### src/fpp_pkg.sv
// package: register map, field layout and reset values of the four-pin port
package fpp_pkg;
    localparam int DATA_W = 8;
    localparam int NUM_PINS = 4;
    localparam int NUM_IO = 3;
    localparam int INPUT_ONLY_IDX = 3;
    localparam int ADDR_W = 4;

    // register offsets (word index on the plain register port)
    localparam logic [3:0] OFS_PIN_LEVELS = 4'h0;
    localparam logic [3:0] OFS_DIRECTION = 4'h1;
    localparam logic [3:0] OFS_OUTPUT_LATCH = 4'h2;
    localparam logic [3:0] OFS_ANALOG_SELECT = 4'h3;

    // reset values of the implemented control bits
    localparam logic [2:0] DIRECTION_RST = 3'h7;
    localparam logic [2:0] ANALOG_SELECT_RST = 3'h7;
    localparam logic [2:0] LATCH_RST = 3'h0;
    localparam logic [7:0] READ_ZERO = 8'h00;

    // one peripheral output source for a pin
    typedef struct packed {
        logic en;
        logic val;
    } fpp_src_t;

    // register bus request
    typedef struct packed {
        logic wr;
        logic rd;
        logic [3:0] addr;
        logic [7:0] wdata;
    } fpp_req_t;
endpackage : fpp_pkg

### src/fpp_pin_mux.sv
// file: per-pin fixed-priority output selector
`timescale 1ns/1ps
module fpp_pin_mux (
    input wire fpp_pkg::fpp_src_t lcd_i,
    input wire fpp_pkg::fpp_src_t ccp_i,
    input wire logic latch_i,
    input wire logic dir_input_i,
    output logic drive_o,
    output logic val_o
);
    // lcd wins over ccp, ccp over the port latch
    always_comb begin
        if (lcd_i.en) begin
            drive_o = 1'b1;
            val_o = lcd_i.val;
        end else if (ccp_i.en) begin
            drive_o = 1'b1;
            val_o = ccp_i.val;
        end else begin
            // direction bit gates the latch, analog select never does
            drive_o = ~dir_input_i;
            val_o = latch_i;
        end
    end
endmodule : fpp_pin_mux

### src/fpp_port.sv
// file: top of the four-pin port with analog select and output priority
// Summary of operation
// - analog-selected pins read zero digitally
// - analog select never blocks output drive
// - direction bits control output drivers only when no lcd or ccp source owns the pin
// - analog-select bits reset to one
// - only highest-priority enabled source drives pin
// - priority lcd, then ccp, then latch
// - analog and input paths see pin always
// - port read gives pin levels, upper zero
// - port write lands in output latch
// - direction one means input, resets one
// - input-only direction bit reads one
// - latch holds bits two to zero
// - analog select zero means digital input
// - small variant reads pins two-zero zero
// - port write replaces the output latch with the write word
// - input-only pin reads zero as master clear
`timescale 1ns/1ps
module fpp_port (
    input wire logic mclk_i,
    input wire logic sys_rst_i,
    input wire logic [3:0] reg_addr_i,
    input wire logic [7:0] reg_wdata_i,
    input wire logic reg_wr_i,
    input wire logic reg_rd_i,
    output logic [7:0] reg_rdata_o,
    input wire logic [3:0] pin_in_i,
    output logic [2:0] pin_out_o,
    output logic [2:0] pin_oe_n_o,
    output logic [2:0] digital_in_en_o,
    output logic [3:0] pin_sense_o,
    input wire logic [2:0] lcd_seg_en_i,
    input wire logic [2:0] lcd_seg_val_i,
    input wire logic [2:0] ccp_en_i,
    input wire logic [2:0] ccp_val_i,
    input wire logic small_variant_i,
    input wire logic master_clear_pin_select_i
);
    logic [2:0] port_direction_ff;
    // the zero only keeps simulation defined; no system reset clears it
    logic [2:0] port_output_latch_ff = fpp_pkg::LATCH_RST;
    logic [2:0] port_analog_select_ff;
    logic [7:0] reg_rdata_ff;
    logic [7:0] nxt_rdata;
    logic [3:0] port_pin_levels;
    logic [2:0] drive;
    logic [2:0] drv_val;
    logic wr_dir;
    logic wr_lat;
    logic wr_ans;
    logic wr_port;
    fpp_pkg::fpp_req_t req;

    assign req = '{wr: reg_wr_i, rd: reg_rd_i, addr: reg_addr_i,
                   wdata: reg_wdata_i};

    // decoding shared by every write path
    function automatic logic hit(input fpp_pkg::fpp_req_t r,
                                 input logic [3:0] ofs);
        hit = r.wr && (r.addr == ofs);
    endfunction : hit

    assign wr_port = hit(req, fpp_pkg::OFS_PIN_LEVELS);
    assign wr_dir = hit(req, fpp_pkg::OFS_DIRECTION);
    assign wr_lat = hit(req, fpp_pkg::OFS_OUTPUT_LATCH);
    assign wr_ans = hit(req, fpp_pkg::OFS_ANALOG_SELECT);

    // direction bits, one means tri-stated input
    always_ff @(posedge mclk_i) begin
        if (sys_rst_i) begin
            port_direction_ff <= fpp_pkg::DIRECTION_RST;
        end else if (wr_dir) begin
            port_direction_ff <= req.wdata[2:0];
        end
    end

    // analog select comes up set so pins start as analog inputs
    always_ff @(posedge mclk_i) begin
        if (sys_rst_i) begin
            port_analog_select_ff <= fpp_pkg::ANALOG_SELECT_RST;
        end else if (wr_ans) begin
            port_analog_select_ff <= req.wdata[2:0];
        end
    end

    // port writes land in the latch, never on the pins; the write word
    // replaces the latch, as an rmw of the pins by the cpu would
    always_ff @(posedge mclk_i) begin
        if (wr_port || wr_lat) begin
            port_output_latch_ff <= req.wdata[2:0];
        end
    end

    // digital pin view: analog pins, master clear and small variant
    always_comb begin
        for (int i = 0; i < fpp_pkg::NUM_IO; i++) begin
            port_pin_levels[i] = pin_in_i[i] &
                ~port_analog_select_ff[i] & ~small_variant_i;
        end
        port_pin_levels[fpp_pkg::INPUT_ONLY_IDX] =
            pin_in_i[fpp_pkg::INPUT_ONLY_IDX] &
            ~master_clear_pin_select_i;
    end

    // analog and peripheral inputs see the raw pin in every direction
    assign pin_sense_o = pin_in_i;
    assign digital_in_en_o = ~port_analog_select_ff;

    // one output selector per bidirectional pin
    genvar g;
    generate
        for (g = 0; g < fpp_pkg::NUM_IO; g++) begin : g_pin
            fpp_pin_mux u_mux (
                .lcd_i('{en: lcd_seg_en_i[g], val: lcd_seg_val_i[g]}),
                .ccp_i('{en: ccp_en_i[g], val: ccp_val_i[g]}),
                .latch_i(port_output_latch_ff[g]),
                .dir_input_i(port_direction_ff[g]),
                .drive_o(drive[g]),
                .val_o(drv_val[g])
            );
        end
    endgenerate

    // small variant has no bidirectional pins, so nothing drives
    assign pin_oe_n_o = ~(drive & {3{~small_variant_i}});
    assign pin_out_o = drv_val;

    // read mux; unmapped offsets and unused upper bits read zero
    always_comb begin
        nxt_rdata = fpp_pkg::READ_ZERO;
        if (req.rd) begin
            unique case (req.addr)
                fpp_pkg::OFS_PIN_LEVELS:
                    nxt_rdata[3:0] = port_pin_levels;
                fpp_pkg::OFS_DIRECTION: begin
                    nxt_rdata[3] = 1'b1;
                    nxt_rdata[2:0] = small_variant_i ?
                        3'h0 : port_direction_ff;
                end
                fpp_pkg::OFS_OUTPUT_LATCH:
                    nxt_rdata[2:0] = small_variant_i ?
                        3'h0 : port_output_latch_ff;
                fpp_pkg::OFS_ANALOG_SELECT:
                    nxt_rdata[2:0] = small_variant_i ?
                        3'h0 : port_analog_select_ff;
                default: nxt_rdata = fpp_pkg::READ_ZERO;
            endcase
        end
    end

    // read data stand one cycle after the strobe only
    always_ff @(posedge mclk_i) begin
        if (sys_rst_i) begin
            reg_rdata_ff <= fpp_pkg::READ_ZERO;
        end else begin
            reg_rdata_ff <= nxt_rdata;
        end
    end

    assign reg_rdata_o = reg_rdata_ff;
endmodule : fpp_port

### config.mk
export PLATFORM = sky130hd
export DESIGN_NAME = fpp_port
export DESIGN_NICKNAME = d
export VERILOG_FILES = /design/src/fpp_pkg.sv /design/src/fpp_pin_mux.sv /design/src/fpp_port.sv
export SDC_FILE = /design/constraint.sdc
export NUM_CORES = 1
export LEC_CHECK = 0
export BUFFER_PORTS_ARGS = -buffer_cell sky130_fd_sc_hd__buf_2
export CORE_MARGIN = 2
export CORE_UTILIZATION = 42
export DETAILED_ROUTE_END_ITERATION = 10
export PLACE_DENSITY = 0.83
export SLEW_MARGIN = 15
export SYNTH_ARGS = -nofsm -noshare
export SYNTH_HDL_FRONTEND = slang
export SYNTH_HIERARCHICAL = 1
export SYNTH_SLANG_ARGS = --single-unit
### constraint.sdc
create_clock -name mclk_i -period 4.1 [get_ports mclk_i]
set_input_delay 0.82 -clock mclk_i [delete_from_list [all_inputs] [get_ports mclk_i]]
set_output_delay 0.82 -clock mclk_i [all_outputs]
set_load 0.01 [all_outputs]
[Word-level counts from Yosys, hierarchy flattened]
Cells that the tools add are included.
Cells by class
  bitwise logic cells: 19
  eq/ne operators: 3
  mux-type cells: 17
  reductions and logical operators: 7
Operator list (number)
  $mux 1: 12
  $pmux 3 s4: 1
  $mux 3: 3
  $not 1->1: 9
  $eq 4x2->1 const B: 2
  $and 1x1->1: 7
  $not 3->3: 2
  $eq 4x1->1 const B: 1
  $logic_and 1x1->1: 4
  $logic_not 4->1: 1
  $and 3x3->3: 1
  $pmux 1 s2: 1
  $reduce_or 2->1: 1
  $logic_or 1x1->1: 1
Word-level totals
  output and inout bits: 21
  word-level logic and storage cells: 51
  input bits: 34
  register bits: 17

[Logic depth before layout (Yosys ltp)]
  depth in word-level cells: 5
  depth in mapped cells: 4
  mapped depth without buffers: 3

[Cells and area by module]
Netlist, hierarchy kept.
Modules (own cells, without submodules)
  fpp_port: times used 1, seq. area each 290.3 um^2, area an instance 674.4 um^2, cells each 67
  fpp_pin_mux: times used 3, seq. area each 0.0 um^2, area an instance 27.5 um^2, cells each 4

[Worst setup path after synthesis]
Ideal clock, no wire load.
  kind: input port to output port
  start: input ccp_en_i[0]
  end: output pin_oe_n_o[0]
  data required time: 3280 ps
  buffers on the path: 0
  slack: 1987 ps
  arrival: 1293 ps
  stages: 2
  cells stage by stage: or3b_1 > nand2b_1
On the way
  cells in the longest elaborated chain, start to end: 4
Ends and longest elaborated chain
  from (decl): RTL line fpp_port.sv:35  | input wire logic [2:0] ccp_en_i,
  $mux 1: RTL line fpp_pin_mux.sv:16  | end else if (ccp_i.en) begin
  $mux 1: RTL line fpp_pin_mux.sv:13  | if (lcd_i.en) begin
  $and 3x3->3: RTL line fpp_port.sv:126  | assign pin_oe_n_o = ~(drive & {3{~small_variant_i}});
  $not 3->3: RTL line fpp_port.sv:126
  to (decl): RTL line fpp_port.sv:30  | output logic [2:0] pin_oe_n_o,
No other way between the ends.

[Worst setup path after layout]
  start: input ccp_en_i[2]
  end: output pin_oe_n_o[2]
On the way
  cells in the longest elaborated chain, start to end: 4
Ends and longest elaborated chain
  $mux 1: RTL line fpp_pin_mux.sv:16
  $mux 1: RTL line fpp_pin_mux.sv:13
  net drive[2]: RTL line fpp_port.sv:47  | logic [2:0] drive;
  $and 3x3->3: RTL line fpp_port.sv:126
  $not 3->3: RTL line fpp_port.sv:126
The timed path passes the listed nets, and every way through them passes these cells.

==> results <==
- The flow ran to the end, and the final reports show no timing, DRC or antenna violations.
- Counting flops with a built-in enable in the synthesized netlist gives 3.
- In this run, post-CTS hold repair placed 0 buffers.
- The slowest stage of the critical path belongs to the cell sky130_fd_sc_hd__or3b_1.
- The initial utilization of the core area, before any placement, comes to 0.443.
- The count of state elements after synthesis is 13.
- The initial antenna violation count was 0.
- At the placement stage, the worst setup path has a slack of 1790 ps.
- The clock edge transition at the registers on the reported setup and hold paths is 80 ps.
- For this run, asynchronously set or reset flops after synthesis account for 0.
- In the global route stage, overall resource usage came out at 0.170.
- Of the total synthesized cell area, the portion taken by XOR and XNOR cells is 0.
- The later pin in the worst-skew pair is clocked with a latency of 270 ps.
- In the routed layout, each cell is associated on average with a via count of 4.70.
- Detailed placement ended at an HPWL of 1.37 mm.
- The number of CTS-inserted buffers is 3.
- In this run the static leakage power is between 0.0005 and 0.0006 uW.
- The flip-flop and latch area is 290 um2.
- Clock tree synthesis selected as its root buffer the cell sky130_fd_sc_hd__clkbuf_4.
- On the final layout, the worst clock skew is 1.90 ps.
- The actual transition at the worst max-transition pin is 698 ps.
- The number of maximum-capacitance violations is 0.
- The repair_antennas step left the layout with diodes totalling 0.
- Of the cells placed in the final design, the portion with a size suffix greater than 1 is 0.425.
- The simple logic cell fraction of the synthesized area is 0.202.
- The final worst-path cycle share is 0.565.
- The relative area change from synthesis to final layout is 26.9%.
- The total routed wirelength is 1.72 mm.
- The count of nets left with antenna violations once routing finished came out at 0.
- Of the post-synthesis cell area, the dominant cell type holds 0.264.
- Measured against the total synthesized area, the mux share comes to 0.159.
- The number of hold-slack violations in the final timing report was 0.
- The maximum number of pins on one net before global-route repair is 13.
- The net switching fraction of the power is 0.263.
- The first routing iteration left 11 violations.
- The worst-case clock buffer depth is 2.
- The number of slew-limit violations in the final report was 0.
- The area of combinational cells with multiple inputs is around 370 um2.
- After synthesis, the cell types taking the most area are sky130_fd_sc_hd__dfxtp_1 (26%), sky130_fd_sc_hd__mux2i_1 (16%), sky130_fd_sc_hd__edfxtp_1 (12%).
- The floorplan has 15 rows.
- The cell area power density is 274 nW/um2.
- Summed over all layers, the global routing overflow is 0.
- Counting stages on the worst path, the most repeated cell is sky130_fd_sc_hd__buf_2.
- The combined area of all synthesized cells is 757 um2.
- The number of filler cells placed in the layout is 163.
- The most used flip-flop cell after synthesis is sky130_fd_sc_hd__dfxtp_1.
- The clock share of power is 0.303.
- The core area is ~1700 um2.
- The area of all placed cells without fillers is 961 um2.
- The number of global-route vias before repair came to 597.
- The count of pins on the block boundary is 55.
- The post-route total power is 263 uW.
- The compound-gate portion of the synthesized area is 0.112.
- The worst endpoint required time is 3280 ps.
- The path type of the worst min-delay path is register to register.
- Setup repair after global routing left no endpoint under its margin.
- The internal portion of the total power is 194 uW.
- The H-tree depth is 1.
- The number of optimization iterations in the first detailed-route pass is 5.
- The normalized max-slew margin is 0.528.
- Static timing analysis puts the maximum clock frequency at 0.432 GHz.
- For this design the total switching power over the nets is about 70 uW.
- The share of total power dissipated in sequential elements is 0.511.
- The post-CTS setup buffer count is 0.
- The first global-routing pass estimated 2.57 mm of wire.
- The worst-case IR drop observed on VDD is 0.199 mV.
- The fraction of the mapped netlist area in adder cells is 0.
- The total cell area at the placement stage is 935 um2.
- The post-cts gate resize count is 0.
- The average cell area after synthesis is 9.58 um2.
- The delay of the slowest critical-path stage is between 300 and 400 ps.
- The final setup violation count is 0.
- TritonCTS built the clock tree.
- The critical path's top delay family is simple AND/OR/NAND/NOR gates.
- The sort of element at the start of the critical path is a primary input.
- The synthesized netlist cell count is slightly below 80.
- The cell with the most instances after synthesis is sky130_fd_sc_hd__nor2_1.
- The clock net in this run drives a total of 13 sinks.
- The portion of the post-synthesis area used by sequential elements is 0.383.
- The width of the die is 46.5 um.
- In the final timing run, aggregate negative setup slack is 0 ps.
- The critical path goes through buf_2 > or3b_1 > nand2b_1 > buf_2.
- Along the worst path, the maximum fanout reaches 2.
- Setup slack on the worst reg-to-reg path comes out at 3110 ps.
- For this run, the number of Yosys warnings is 6.
- The routed layout has 682 vias.
- The dominant combinational cell family by area after synthesis is simple AND/OR/NAND/NOR gates.
- In the synthesized netlist, the cells that appear most often are sky130_fd_sc_hd__nor2_1 (13), sky130_fd_sc_hd__mux2i_1 (12), sky130_fd_sc_hd__dfxtp_1 (10).
- The congestion estimate from routability-driven global placement came to 0.769.
- STA classifies the critical path endpoint as an output pin.
- The worst setup path is of the primary input to output pin kind.
- The final worst setup slack is 1780 ps.
- The number of buffers and inverters on the critical path is 2.
- The proportion of power drawn by combinational gates is 0.186.
- The final-layout worst hold slack is 546 ps.
- Data on the critical path arrives at its endpoint at 1500 ps.
- The cell accounting for the most synthesized area is sky130_fd_sc_hd__dfxtp_1.
- The number of buffers added on ports is 45.
- The vertical die dimension is 46.5 um.
- The floorplan step defined a die boundary enclosing 2160 um2.
- The number of distinct library cells after synthesis is 21.
- The net total in the final layout is 155.
- In the routed design, unresolved DRC markers number 0.
- The final critical path time including I/O delays and setup is approximately 2300 ps.
- In the final routed layout, each cell accounts on average for 11.9 um.
-- area by class of cell --
| cell class | count | share of cell area |
|---|---|---|
| well taps | 25 | 0.0326 |
| inverters | 4 | 0.0156 |
| repair buffers | 45 | 0.234 |
| multi-input cells | 54 | 0.388 |
| clock buffers | 4 | 0.0273 |
| flip-flops and latches | 13 | 0.302 |
-- per-layer routing --
| layer | vias to the layer above | routed length [um] | global-route usage |
|---|---|---|---|
| li1 | 347 | - | - |
| met1 | 306 | 697 | 0.200 |
| met2 | 27 | 919 | 0.297 |
| met3 | 2 | 91 | 0.0353 |
| met4 | 0 | 11 | 0.0686 |
| met5 | - | 0 | 0 |
-- worst register-to-register path: stages (launching register included) --
cell and delay, ps:
sky130_fd_sc_hd__dfxtp_1 390, sky130_fd_sc_hd__nor2_1 60, sky130_fd_sc_hd__a221oi_1 330, sky130_fd_sc_hd__a2111oi_2 90
-- registers in the layout (all words and copies together), names as in the netlist --
name,flops
port_output_latch_ff,3
reg_rdata_o,4
port_analog_select_ff,3
port_direction_ff,3
-- power by group through the flow --
stage          Clock [uW]  Combinational [uW]  Sequential (uW)
2_1_floorplan           0                31.0              137
3_3_place_gp            0                47.0              137
3_5_place_dp            0                48.8              137
4_1_cts              80.7                49.1              134
5_1_grt              87.9                54.4              135
6_report             79.7                49.0              135
-- stage by stage --
step	instances	utilization
4_1_cts	145	0.563
5_1_grt	145	0.563
3_5_place_dp	141	0.547
3_3_place_gp	141	0.547
2_1_floorplan	82	-
6_report	145	0.563
-- worst paths after layout --
check,cells past startpoint,start,endpoint
worst max-delay path,4,ccp_en_i[2],pin_oe_n_o[2]
worst min-delay path,2,port_direction_ff[2]$_SDFFE_PP1P_,port_direction_ff[2]$_SDFFE_PP1P_
worst max register to register,3,port_analog_select_ff[1]$_SDFFE_PP1P_,reg_rdata_o[1]$_SDFF_PP0_
worst min register to register,2,port_direction_ff[2]$_SDFFE_PP1P_,port_direction_ff[2]$_SDFFE_PP1P_
-- cell usage in the layout (no fill, tap or decap) --
master / netlist / routed
sky130_fd_sc_hd__o21ai_0: 3 / 3
sky130_fd_sc_hd__inv_1: 4 / 4
sky130_fd_sc_hd__nand2_1: 4 / 4
sky130_fd_sc_hd__a221oi_1: 3 / 3
sky130_fd_sc_hd__a2111oi_2: 2 / 2
sky130_fd_sc_hd__nor4bb_1: 1 / 1
sky130_fd_sc_hd__nor2_1: 13 / 13
sky130_fd_sc_hd__dfxtp_1: 10 / 10
sky130_fd_sc_hd__nor2b_1: 1 / 1
sky130_fd_sc_hd__mux2i_1: 12 / 12
sky130_fd_sc_hd__or3b_1: 3 / 3
sky130_fd_sc_hd__clkbuf_4: 0 / 3
sky130_fd_sc_hd__conb_1: 1 / 4
sky130_fd_sc_hd__buf_2: 0 / 45
sky130_fd_sc_hd__nor3_1: 1 / 1
sky130_fd_sc_hd__nand2b_1: 3 / 3
sky130_fd_sc_hd__or4b_4: 1 / 1
sky130_fd_sc_hd__a21oi_1: 1 / 1
sky130_fd_sc_hd__a211o_1: 1 / 1
sky130_fd_sc_hd__edfxtp_1: 3 / 3
sky130_fd_sc_hd__nor4b_1: 1 / 1
sky130_fd_sc_hd__clkbuf_1: 0 / 1
-- kinds of logic after synthesis --
kind of cell           Yosys count
other                            1
AO/OA/AOI/OAI                   10
buffers and inverters           15
flip-flops                      13
multiplexers                    12
AND/OR/NAND/NOR                 28
No activity file was read; power rests on OpenSTA's default activity.
